--- config.mk ---
export PLATFORM = sky130hd
export DESIGN_NAME = wdt_top
export DESIGN_NICKNAME = d
export VERILOG_FILES = /design/src/include/wdt_pkg.sv /design/src/rtl/wdt_count.sv /design/src/rtl/wdt_irq.sv /design/src/rtl/wdt_top.sv
export VERILOG_INCLUDE_DIRS = /design/src /design/src/include
export SDC_FILE = /design/constraint.sdc
export NUM_CORES = 1
export LEC_CHECK = 0
export ABC_AREA = 1
export BUFFER_PORTS_ARGS = -buffer_cell sky130_fd_sc_hd__clkbuf_2
export CAP_MARGIN = 20
export CORE_AREA = 2 2 120 122
export CTS_CLUSTER_SIZE = 30
export DETAILED_ROUTE_END_ITERATION = 10
export DIE_AREA = 0 0 122 124
export PLACE_DENSITY = 0.58
export SYNTH_ARGS = -nofsm -noshare
export SYNTH_HDL_FRONTEND = slang
export SYNTH_SLANG_ARGS = --single-unit
--- constraint.sdc ---
create_clock -name clock -period 11.8 [get_ports clock]
set_input_delay 0.59 -clock clock [delete_from_list [all_inputs] [get_ports clock]]
set_output_delay 0.59 -clock clock [all_outputs]
set_load 0.03 [all_outputs]
--- src/include/wdt_cfg.svh ---
// watchdog constants: register offsets, field positions, reset values and timing counts
`ifndef WDT_CFG_SVH
`define WDT_CFG_SVH

// register offsets on the plain register port
`define WDT_OFS_CTRL     4'h0
`define WDT_OFS_STAT     4'h1
`define WDT_OFS_ISTAT    4'h2
`define WDT_OFS_IMASK    4'h3
`define WDT_OFS_CNT      4'h4

// watchdog_control fields
`define WDT_EN_BIT       0
`define WDT_PS_LSB       1
`define WDT_PS_MSB       5

// status register fields
`define WDT_ST_ACTIVE    0
`define WDT_ST_TMO_N     1
`define WDT_ST_PWD_N     2
`define WDT_ST_STATE_LSB 3
`define WDT_ST_MODE_LSB  5

// interrupt bit positions
`define WDT_IRQ_WAKE     0
`define WDT_IRQ_OSCF     1
`define WDT_IRQ_HALF     2
`define WDT_IRQ_N        3

// reset values
`define WDT_PS_RST       5'h0B
`define WDT_EN_RST       1'b0
`define WDT_IMASK_RST    3'h0

// period select decode
`define WDT_PS_MIN_SHIFT 5'h05
`define WDT_PS_MAX_CODE  5'h12

// timing: system clock and low-frequency oscillator rates in Hz
`define WDT_CLK_HZ       20000000
`define WDT_LFOSC_HZ     31000
`define WDT_LF_DIV       ((`WDT_CLK_HZ) / (`WDT_LFOSC_HZ))

`endif

--- src/include/wdt_pkg.sv ---
// watchdog types and the period decode function
`include "wdt_cfg.svh"

package wdt_pkg;

    // operating mode from the configuration word
    typedef enum logic [1:0] {
        mode_always_off    = 2'h0,
        mode_sw_controlled = 2'h1,
        mode_off_in_sleep  = 2'h2,
        mode_always_on     = 2'h3
    } wdt_mode_t;

    // device power state seen by the watchdog, gray along awake-sleep-hold
    typedef enum logic [1:0] {
        st_awake = 2'h0,
        st_sleep = 2'h1,
        st_hold  = 2'h3
    } wdt_state_t;

    // last count of a period: 2^(code+5)-1, reserved codes fall back to minimum
    function automatic logic [22:0] wdt_last_count(input logic [4:0] code);
        logic [4:0]  sh;
        logic [23:0] one;
        sh  = (code > `WDT_PS_MAX_CODE) ? `WDT_PS_MIN_SHIFT : code + `WDT_PS_MIN_SHIFT;
        one = 24'h1 << sh;
        return 23'(one - 24'h1);
    endfunction : wdt_last_count

endpackage : wdt_pkg

--- src/rtl/wdt_count.sv ---
// watchdog oscillator tick divider, prescaler counter and expiry detect
`timescale 1ns/1ps
`include "wdt_cfg.svh"

module wdt_count
    import wdt_pkg::*;
(
    // clock and reset
    input  wire logic        clock,
    input  wire logic        resetn,
    // control
    input  wire logic        clear,
    input  wire logic        enable,
    input  wire logic [4:0]  period_code,
    // results
    output logic             expire,
    output logic             half,
    output logic [22:0]      count
);

    logic [9:0]  div_r;     // oscillator tick divider
    logic        tick;      // one-cycle low-frequency enable
    logic [22:0] cnt_r;     // watchdog count
    logic [22:0] last;      // last count of this period
    logic        expire_r;  // expiry pulse
    logic        half_r;    // half-period pulse

    assign tick   = (div_r == 10'(`WDT_LF_DIV - 1));
    assign last   = wdt_last_count(period_code);
    assign expire = expire_r;
    assign half   = half_r;
    assign count  = cnt_r;

    // free-running divider, never touched by clears so the time base stays steady
    always_ff @(posedge clock) begin
        if (!resetn || tick) begin
            div_r <= 10'h000;
        end else begin
            div_r <= div_r + 10'h001;
        end
    end

    // count oscillator ticks; >= catches a period shortened mid-count
    always_ff @(posedge clock) begin
        if (!resetn || clear) begin
            cnt_r <= 23'h000000;
        end else if (enable && tick) begin
            cnt_r <= (cnt_r >= last) ? 23'h000000 : cnt_r + 23'h000001;
        end
    end

    // registered event pulses
    always_ff @(posedge clock) begin
        if (!resetn) begin
            expire_r <= 1'b0;
            half_r   <= 1'b0;
        end else begin
            expire_r <= !clear && enable && tick && (cnt_r >= last);
            half_r   <= !clear && enable && tick && (cnt_r == (last >> 1));
        end
    end

endmodule : wdt_count

--- src/rtl/wdt_irq.sv ---
// sticky interrupt status with write-one-to-clear, mask and level output
`timescale 1ns/1ps
`include "wdt_cfg.svh"

module wdt_irq
    import wdt_pkg::*;
(
    // clock and reset
    input  wire logic                  clock,
    input  wire logic                  resetn,
    // events from the watchdog
    input  wire logic [`WDT_IRQ_N-1:0] events,
    // software access
    input  wire logic                  wr_status,
    input  wire logic                  wr_mask,
    input  wire logic [`WDT_IRQ_N-1:0] wdata,
    // state
    output logic [`WDT_IRQ_N-1:0]      status,
    output logic [`WDT_IRQ_N-1:0]      mask,
    output logic                       irq
);

    logic [`WDT_IRQ_N-1:0] status_r;  // sticky event bits
    logic [`WDT_IRQ_N-1:0] mask_r;    // enable per bit

    assign status = status_r;
    assign mask   = mask_r;
    assign irq    = |(status_r & mask_r);

    // one sticky bit per event; a set in the clearing cycle wins
    for (genvar i = 0; i < `WDT_IRQ_N; i++) begin : g_bit
        always_ff @(posedge clock) begin
            if (!resetn) begin
                status_r[i] <= 1'b0;
            end else if (events[i]) begin
                status_r[i] <= 1'b1;
            end else if (wr_status && wdata[i]) begin
                status_r[i] <= 1'b0;
            end
        end
    end

    // mask register
    always_ff @(posedge clock) begin
        if (!resetn) begin
            mask_r <= `WDT_IMASK_RST;
        end else if (wr_mask) begin
            mask_r <= wdata;
        end
    end

endmodule : wdt_irq

--- src/rtl/wdt_top.sv ---
// watchdog timer: modes, clearing, expiry routing, status flags and registers
//
// How it works
// - awake expiry without clear forces reset
// - count only from low-frequency oscillator tick
// - mode 11 always active, sleep included
// - mode 10 active awake, off asleep
// - mode 01 follows software enable bit
// - mode 00 off; enable bit ignored
// - period is 2^(code+5) oscillator cycles
// - reserved period codes use minimum ratio
// - reset loads period 01011, enable 0
// - reset, clear, oscillator fail, disable clear
// - sleep entry clears; may resume from zero
// - sleep exit clears; crystal holds until startup
// - sleep expiry wakes, updates timeout flags
// - oscillator divider change leaves count alone
//
// The register addresses and strobed register access were left to the implementer.
`timescale 1ns/1ps
`include "wdt_cfg.svh"

module wdt_top
    import wdt_pkg::*;
(
    // clock and reset
    input  wire logic        clock,
    input  wire logic        resetn,
    // register port
    input  wire logic [3:0]  reg_addr,
    input  wire logic [7:0]  reg_wdata,
    input  wire logic        reg_wr,
    input  wire logic        reg_rd,
    output logic      [7:0]  reg_rdata,
    // configuration word
    input  wire logic [1:0]  wdog_mode_cfg,
    // core sleep and clock control
    input  wire logic        sleep_mode,
    input  wire logic        clear_watchdog_instr,
    input  wire logic        osc_fail,
    input  wire logic        osc_startup_timer,
    input  wire logic        sys_clk_is_crystal,
    // reset and wake requests
    output logic             wdog_reset_pulse,
    output logic             wdog_wake_pulse,
    // core status flags, active low
    output logic             timeout_flag_n,
    output logic             powerdown_flag_n,
    // interrupt
    output logic             irq
);


    // declarations

    wdt_mode_t   mode_r;          // configuration captured at reset
    logic        sw_en_r;         // sw_wdog_enable
    logic [4:0]  period_r;        // period_select

    wdt_state_t  state_r;         // device power state
    wdt_state_t  state_nxt;       // next power state
    logic        sleep_d_r;       // sleep level one cycle back
    logic        sleep_enter;     // rising edge of sleep
    logic        sleep_exit;      // falling edge of sleep
    logic        active;          // watchdog allowed to count
    logic        clear;           // combined clear request

    logic        expire;          // expiry pulse from counter
    logic        half;            // half-period pulse
    logic [22:0] count;           // live count

    logic        to_n_r;          // timeout flag, low after expiry
    logic        pwd_n_r;         // powerdown flag, low after sleep
    logic        reset_p_r;       // reset request pulse
    logic        wake_p_r;        // wake request pulse

    logic [7:0]  rdata_r;         // read data, one cycle after strobe
    logic [`WDT_IRQ_N-1:0] ev;    // interrupt events
    logic [`WDT_IRQ_N-1:0] ist;   // interrupt status
    logic [`WDT_IRQ_N-1:0] imsk;  // interrupt mask

    logic        wr_ctrl;         // write to watchdog_control
    logic        wr_istat;        // write to interrupt status
    logic        wr_imask;        // write to interrupt mask


    // mode decode


    // is the watchdog counting for this mode, enable and power state
    function automatic logic wdt_active(input wdt_mode_t m, input logic en,
                                        input logic asleep);
        logic r;
        r = 1'b0;
        unique case (m)
            mode_always_on:     r = 1'b1;

            mode_off_in_sleep:  r = !asleep;

            mode_sw_controlled: r = en;

            mode_always_off:    r = 1'b0;
        endcase
        return r;
    endfunction : wdt_active

    // only the sleep state is asleep; hold counts as awake
    assign active = wdt_active(mode_r, sw_en_r, state_r == st_sleep);


    // configuration capture


    // static fuse word, so taking it in reset is safe
    // with a synchronous reset
    always_ff @(posedge clock) begin
        if (!resetn) begin
            mode_r <= wdt_mode_t'(wdog_mode_cfg);
        end
    end


    // register decode

    assign wr_ctrl  = reg_wr && (reg_addr == `WDT_OFS_CTRL);
    assign wr_istat = reg_wr && (reg_addr == `WDT_OFS_ISTAT);
    assign wr_imask = reg_wr && (reg_addr == `WDT_OFS_IMASK);

    // watchdog_control fields
    always_ff @(posedge clock) begin
        if (!resetn) begin
            period_r <= `WDT_PS_RST;
            sw_en_r  <= `WDT_EN_RST;
        end else if (wr_ctrl) begin
            // bit stored in every mode; it only matters in mode 01
            period_r <= reg_wdata[`WDT_PS_MSB:`WDT_PS_LSB];
            sw_en_r  <= reg_wdata[`WDT_EN_BIT];
        end
    end


    // power state tracking


    // edge detect on the core sleep level (same clock, no sync needed)
    always_ff @(posedge clock) begin
        if (!resetn) begin
            sleep_d_r <= 1'b0;
        end else begin
            sleep_d_r <= sleep_mode;
        end
    end

    assign sleep_enter = sleep_mode && !sleep_d_r;
    assign sleep_exit  = !sleep_mode && sleep_d_r;

    // next power state
    always_comb begin
        state_nxt = state_r;
        unique case (state_r)
            st_awake: begin
                if (sleep_mode) begin
                    state_nxt = st_sleep;
                end
            end

            st_sleep: begin
                // crystal clock waits for the startup timer
                if (!sleep_mode) begin
                    state_nxt = (sys_clk_is_crystal && osc_startup_timer) ?
                                st_hold : st_awake;
                end
            end

            st_hold: begin
                if (sleep_mode) begin
                    state_nxt = st_sleep;
                end else if (!osc_startup_timer) begin
                    state_nxt = st_awake;
                end
            end

            // unused code 2'h2 falls back to awake
            default: state_nxt = st_awake;
        endcase
    end

    // power state register
    always_ff @(posedge clock) begin
        if (!resetn) begin
            state_r <= st_awake;
        end else begin
            state_r <= state_nxt;
        end
    end


    // clearing


    // clear instr, osc fail, disabled; reset is in the counter
    // sleep exit clears, hold keeps it clear
    // no divider term: divider changes leave the count
    assign clear = clear_watchdog_instr || osc_fail || !active ||
                   sleep_enter || sleep_exit || (state_r == st_hold);


    // counter


    // count runs from the oscillator tick alone
    // period decode lives in the counter
    wdt_count u_count (
        .clock       (clock),
        .resetn      (resetn),
        .clear       (clear),
        .enable      (active),
        .period_code (period_r),
        .expire      (expire),
        .half        (half),
        .count       (count)
    );


    // expiry routing


    // one pulse per expiry, sent to wake or reset by the power state
    always_ff @(posedge clock) begin
        if (!resetn) begin
            reset_p_r <= 1'b0;
            wake_p_r  <= 1'b0;
        end else begin
            reset_p_r <= expire && (state_r != st_sleep);

            wake_p_r  <= expire && (state_r == st_sleep);
        end
    end

    assign wdog_reset_pulse = reset_p_r;
    assign wdog_wake_pulse  = wake_p_r;


    // timeout and powerdown flags


    // both flags read high after reset; expiry wins over a same-cycle clear
    always_ff @(posedge clock) begin
        if (!resetn) begin
            to_n_r  <= 1'b1;
            pwd_n_r <= 1'b1;
        end else if (expire) begin
            to_n_r <= 1'b0;

        end else if (clear_watchdog_instr) begin
            to_n_r  <= 1'b1;
            pwd_n_r <= 1'b1;

        end else if (sleep_enter) begin
            to_n_r  <= 1'b1;
            pwd_n_r <= 1'b0;
        end
    end

    assign timeout_flag_n   = to_n_r;
    assign powerdown_flag_n = pwd_n_r;


    // interrupts


    // events: wake by timeout, oscillator fail clear, half-period warning
    assign ev[`WDT_IRQ_WAKE] = expire && (state_r == st_sleep);
    assign ev[`WDT_IRQ_OSCF] = osc_fail;
    assign ev[`WDT_IRQ_HALF] = half;

    wdt_irq u_irq (
        .clock     (clock),
        .resetn    (resetn),
        .events    (ev),
        .wr_status (wr_istat),
        .wr_mask   (wr_imask),
        .wdata     (reg_wdata[`WDT_IRQ_N-1:0]),
        .status    (ist),
        .mask      (imsk),
        .irq       (irq)
    );


    // register read


    // data stand one cycle after the strobe, else zero;
    // unmapped offsets read zero; no stall
    always_ff @(posedge clock) begin
        if (!resetn || !reg_rd) begin
            rdata_r <= 8'h00;
        end else begin
            unique case (reg_addr)
                // control, top two bits unimplemented
                `WDT_OFS_CTRL: begin
                    rdata_r <= {2'h0, period_r, sw_en_r};
                end

                // live state of the block
                `WDT_OFS_STAT: begin
                    rdata_r <= {1'b0, mode_r, state_r, pwd_n_r, to_n_r, active};
                end

                // interrupt status
                `WDT_OFS_ISTAT: begin
                    rdata_r <= {5'h00, ist};
                end

                // interrupt mask
                `WDT_OFS_IMASK: begin
                    rdata_r <= {5'h00, imsk};
                end

                // top byte of the count, for coarse progress
                `WDT_OFS_CNT: begin
                    rdata_r <= count[22:15];
                end
                default: begin
                    rdata_r <= 8'h00;
                end
            endcase
        end
    end

    assign reg_rdata = rdata_r;

endmodule : wdt_top

## Yosys cells after proc, flatten, opt, wreduce, memory -nomap -nowiden

Cells that the tools add are included.

| word-level totals | value |
|---|---|
| bits in registers | 64 |
| input port bits | 23 |

| operators by class | value |
|---|---|
| magnitude comparators | 2 |
| bitwise gates (word level) | 2 |
| equal/unequal tests | 15 |
| shift-type cells | 1 |
| reductions and logical operators | 42 |
| add/subtract/negate cells | 4 |
| muxes and demuxes | 21 |

Operators by type and width:

| cell | count |
|---|---|
| $pmux 8 s5 | 1 |
| $add 23x1->23 const B | 1 |
| $eq 23x22->1 | 1 |
| $ge 23x23->1 | 1 |
| $mux 23 | 1 |
| $shl 1x5->23 const A | 1 |
| $sub 23x1->23 const B | 1 |
| $logic_and 1x1->1 | 16 |
| $mux 1 | 11 |
| $add 10x1->10 const B | 1 |
| $eq 10x10->1 const B | 1 |
| $mux 2 | 5 |
| $eq 4x2->1 const B | 2 |
| $logic_or 1x1->1 | 8 |
| $reduce_bool 2->1 | 4 |
| $logic_not 1->1 | 7 |
| $eq 2x2->1 const B | 3 |
| $pmux 2 s3 | 1 |
| $add 5x3->5 const B | 1 |
| $gt 5x5->1 const B | 1 |
| $mux 5 | 1 |
| $eq 2x1->1 const B | 2 |
| $eq 4x1->1 const B | 1 |
| $eq 4x3->1 const B | 1 |
| 12 further kinds | 14 |

## Logic depth before layout (Yosys ltp)

| logic depth | value |
|---|---|
| depth after elaboration | 12 |
| gate-level depth with buffers | 31 |

## Modules after synthesis

A second synthesis with hierarchy kept.

| second synthesis, totals | value |
|---|---|
| cell total of the unflattened synthesis | 754 |
| area, all modules | 4800.9 µm² |

By module, submodules not included:

| module | area each (µm²) | cells each | times used | seq. area each (µm²) |
|---|---|---|---|---|
| wdt_count | 3494.6 | 576 | 1 | 700.7 |
| wdt_top | 1076.0 | 145 | 1 | 480.5 |
| wdt_irq | 230.2 | 33 | 1 | 120.1 |

## Worst setup path after synthesis

OpenSTA, ideal clock, no wires.

| timing | value |
|---|---|
| path kind | register to register |
| start | register period_r[0] |
| end | register u_count.cnt_r[0], in the netlist u_count.count[0] |
| setup slack | 8.079 ns |
| data required time | 11.670 ns |
| data arrival time | 3.590 ns |
| stages on the path, launching flop included | 31 |
| buffers on the path | 3 |
| cells stage by stage | dfxtp_1 buf_6 inv_1 ha_1 inv_1 nand2_1 nand2_2 nand2_4 buf_8 nand3_1 nor2_1 nand2_1 ha_1 inv_1 nor2_2 nand3_2 inv_2 nand2_2 nand2_1 nand2_1 ha_1 nand2_1 nor3_1 a21oi_1 o211ai_1 a21oi_1 nand2_1 nand2_1 nand2_1 clkbuf_1 nor3b_1 |

| between the ends | value |
|---|---|
| cells in the longest elaborated chain, start to end | 6 |

RTL lines:

| item | line | RTL |
|---|---|---|
| start: declaration | wdt_top.sv:58 | `logic [4:0] period_r;` |
| start signal: assignment | wdt_top.sv:132 | `` period_r <= `WDT_PS_RST; `` |
| start signal: assignment | wdt_top.sv:136 | `` period_r <= reg_wdata[`WDT_PS_MSB:`WDT_PS_LSB]; `` |
| $add 5x3->5 (no source line) / $gt 5x5->1 (equally long branches) | n/a |  |
| $mux 5 (no source line) * | n/a |  |
| $shl 1x5->23 * | wdt_pkg.sv:26 | `one = 24'h1 << sh;` |
| $sub 23x1->23 * | wdt_pkg.sv:27 | `return 23'(one - 24'h1);` |
| $ge 23x23->1 * | wdt_count.sv:48 | `cnt_r <= (cnt_r >= last) ? 23'h000000 : cnt_r + 23'h000001;` |
| $mux 23 * | wdt_count.sv:48 |  |
| end signal: assignment | wdt_count.sv:48 |  |
| end: declaration | wdt_count.sv:23 | `logic [22:0] cnt_r;` |

Mark *: on every way between the ends. The rest lies on a longest branch, timed or not.
A chain may end at the register's enable or synchronous reset.

## Worst setup path in the final report

Ends and elaborated chain as after synthesis.

==> results.yml <==
run_status:
  status: "finished clean"
sta:
  tightest_slew_ns: 0.649
  maxSlewViolCount: 0
  final.setup.worst_slack_ns: 7.15
  setup_tns_ns: 0
  hold_viol: 0
  slew-limit-headroom_pct: 56.4
  rsz0062_at_grt: "false"
  setup_viol: 0
  skew_ns: 0.00686
  fin_crit_ns: 4.65
  fmax_mhz: 215
  holdWs_ns: 0.431
  fin_crit_sh_pct: 39.4
cts:
  cts_buffer_depth: 2
  htreeDepth: 3
  clk_pin_slew_ns: 0.05
  post_cts_buffers: 0
  cts_tree: "built"
  clk_latency_ns: 0.33
  numCtsBuffers: 9
  cts_hold_buf: 0
  clock-sinks: 64
  cts_resized: 0
  cts_root_buf: "clkbuf_16"
synthesis:
  synth_common_cells: "nand2_1 (167), nor2_1 (102), inv_1 (100)"
  syn_avg_cell_area_sq_um: 6.46
  synth_cell_type_count: 47
  synth-edff-count: 2
  synth_area_leader_cell: "dfxtp_1"
  yosysMostFrequentCell: "nand2_1"
  syn-num-nets: 782
  seq_area_frac_synth_pct: 27.6
  synthAdderAreaFrac_pct: 7.69
  synthMuxAreaShare_pct: 0
  synth_compound_area_share_pct: 12.5
  syn_inst: 730
  ys.flop_type: "dfxtp_1"
  ys_ff_latch: 64
  synth_top_cell_area_share_pct: 26.3
  ys_async_sr_fraction_pct: 0
  synth_simple_gate_area_share_pct: 41.1
  synth.area.top_cells: "dfxtp_1 (26%), nand2_1 (13%), nor2_1 (8.1%), inv_1 (8.0%), ha_1 (7.7%)"
  yosys_warnings: 0
  syn_area_sq_um: 4720
  synth_top_family_by_area: "simple AND/OR/NAND/NOR gates"
  synth_xor_area_share_pct: 2.04
worst_hold_path:
  hp-class: "in -> reg"
  hp-start: "wdog_mode_cfg[0]"
  min_delay_path_depth: 1
drt:
  viasPerCell: 4.97
  dr.pass1.iters: 6
  wl_per_cell_microns: 13.4
  wl_microns: 12800
  antenna_left: 0
  dr.first_iter.drc_count: 283
  drc: 0
  vias: 4749
pwr:
  clkPwrFrac_pct: 44.3
  p_sw_mw: 0.155
  total_power_mw: 0.558
  p_leak_nw: 2.54
  ir_drop_mv: 0.0864
  pwr-share-comb_pct: 15.6
  switching_share_pct: 27.8
  power_frac_seq_pct: 40.2
  power_per_cell_area_nw_per_um2: 104
  internal_power_mw: 0.402
flow_run:
  drv_cap: 0
global_routing:
  grt_pass1_vias: 4419
  antenna_found_initial: 0
  grt_pass1_wl_microns: 21300
  gr-total-overflow: 0
  grt_usage_pct: 17.8
  grt_max_degree: 16
critical_path:
  r2r-start: "period_r[0]$_SDFFE_PN1P_"
  worst-r2r-cell-count: 27
  worst-setup-path-type: "reg -> reg"
  crit_path_start_kind: "flip-flop"
  cp.arrival_ns: 4.90
  startpoint: "period_r[0]$_SDFFE_PN1P_"
  cp.required_ns: 12.04
  end_kind: "flip-flop"
  crit_path_max_fanout: 15
place:
  port_buffers: 33
  pre_cts_ws_ns: 7.12
  place.gp.congestion: 0.861
  hpwl_microns: 10500
floorplanning:
  die-height_microns: 124
  die_area_sq_um: 15100
  fp.dieW_microns: 122
  design.core.area_sq_um: 13700
  initial_core_util_pct: 34.4
  pin_count: 36
  rows: 43
finish:
  area_growth_pct: 13.4
  nFillCells: 1472
  utilization_pct: 39.0
  nets: 822
  diodes: 0
  drive_gt1_share_pct: 12.3
[sequential cells by signal, indices dropped and copies added, names as in the netlist]
register and count:
u_irq.status 3, u_count.half 1, mode_r 2, u_count.count 23, state_r 2, powerdown_flag_n 1
sw_en_r 1, u_count.div_r 10, wdog_wake_pulse 1, sleep_d_r 1, wdog_reset_pulse 1, reg_rdata 8
timeout_flag_n 1, period_r 5, u_irq.mask 3, u_count.expire 1
[power by group through the flow]
stage	clock [mW]	combinational [mW]	sequential [mW]
2_1_floorplan	0	0.0644	0.228
3_3_place_gp	0	0.0861	0.228
3_5_place_dp	0	0.0864	0.229
4_1_cts	0.251	0.0867	0.224
5_1_grt	0.260	0.0994	0.224
6_report	0.247	0.0867	0.224
[cells by family (layout without fill, tap and decap cells)]
logic type,count (synthesis),in the layout
AND/OR/NAND/NOR,420,420
buffers and inverters,110,155
AO/OA/AOI/OAI,96,96
flip-flops,64,64
adder cells (fa/ha/maj),29,29
XOR/XNOR,11,11
[path summary, 6_finish.rpt]
path	to	slack, ns
worst max-delay path	u_count.count[0]$_SDFFE_PP0P_	7.15
worst min-delay path	mode_r[0]$_DFFE_PN_	0.43
worst max register to register	u_count.count[0]$_SDFFE_PP0P_	7.15
worst min register to register	u_count.div_r[0]$_SDFF_PP0_	0.45
[critical path: stages (launching register included)]
cell     delay [ns]
dfxtp_1        0.55
inv_1          0.25
ha_1           0.25
inv_1          0.05
nand2_1        0.06
nand2_2        0.09
nand2_4        0.15
nand2_1        0.21
nor2_1         0.12
nand2_1        0.12
ha_1           0.18
inv_1          0.06
nor2_2         0.16
nand3_2        0.15
inv_2          0.11
nand2_2        0.08
nor2_4         0.13
nand2_1        0.08
nand2_1        0.09
nand2_1        0.06
ha_1           0.30
a21oi_1        0.12
o21ai_0        0.13
a21oi_1        0.20
nand2_1        0.12
nand2_1        0.16
nand2_1        0.29
nor3b_1        0.28
[through the flow]
stage / instance area (sq um) / cells
3_5_place_dp: 5070 / 939
4_1_cts: 5350 / 955
5_1_grt: 5350 / 955
6_report: 5350 / 955
3_3_place_gp: 5070 / 939
2_1_floorplan: 4720 / 730
[cells in the final DEF (no fill, tap or decap), drive strengths merged, types with 2 or more instances in the layout]
cell type,count
edfxtp,2
a21oi,34
o22ai,7
dfxtp,62
o211a,3
nand3b,2
nor4,6
or2,4
xor2,10
a221oi,2
o21ai,26
inv,105
o221ai,2
nor2,116
a31oi,3
clkinv,3
nor3b,4
nand4,17
nand3,66
a211oi,6
nand2,184
ha,29
o211ai,8
nor3,19
clkbuf,46
[area by class of cell]
cell class              count  area, sq um  area share [%]
clock inverters             3         17.5           0.327
multi-input cells         556         2990            55.8
clock buffers              13          260            4.86
well taps                 180          225            4.21
flip-flops and latches     64         1300            24.3
repair buffers             33          165            3.09
inverters                 106          398            7.43
[routing by layer]
| metal | GRT usage, % | up-vias | part of all wire (%) | wire length, microns |
|---|---|---|---|---|
| met4 | 5.60 | 0 | 1.4 | 185 |
| met5 | 0 | - | 0 | 0 |
| met3 | 2.34 | 15 | 4.5 | 570 |
| li1 | - | 2496 | - | - |
| met1 | 23.6 | 2144 | 47 | 6070 |
| met2 | 30.2 | 94 | 47 | 5970 |
Note: power is estimated with default switching activity, not from simulation.
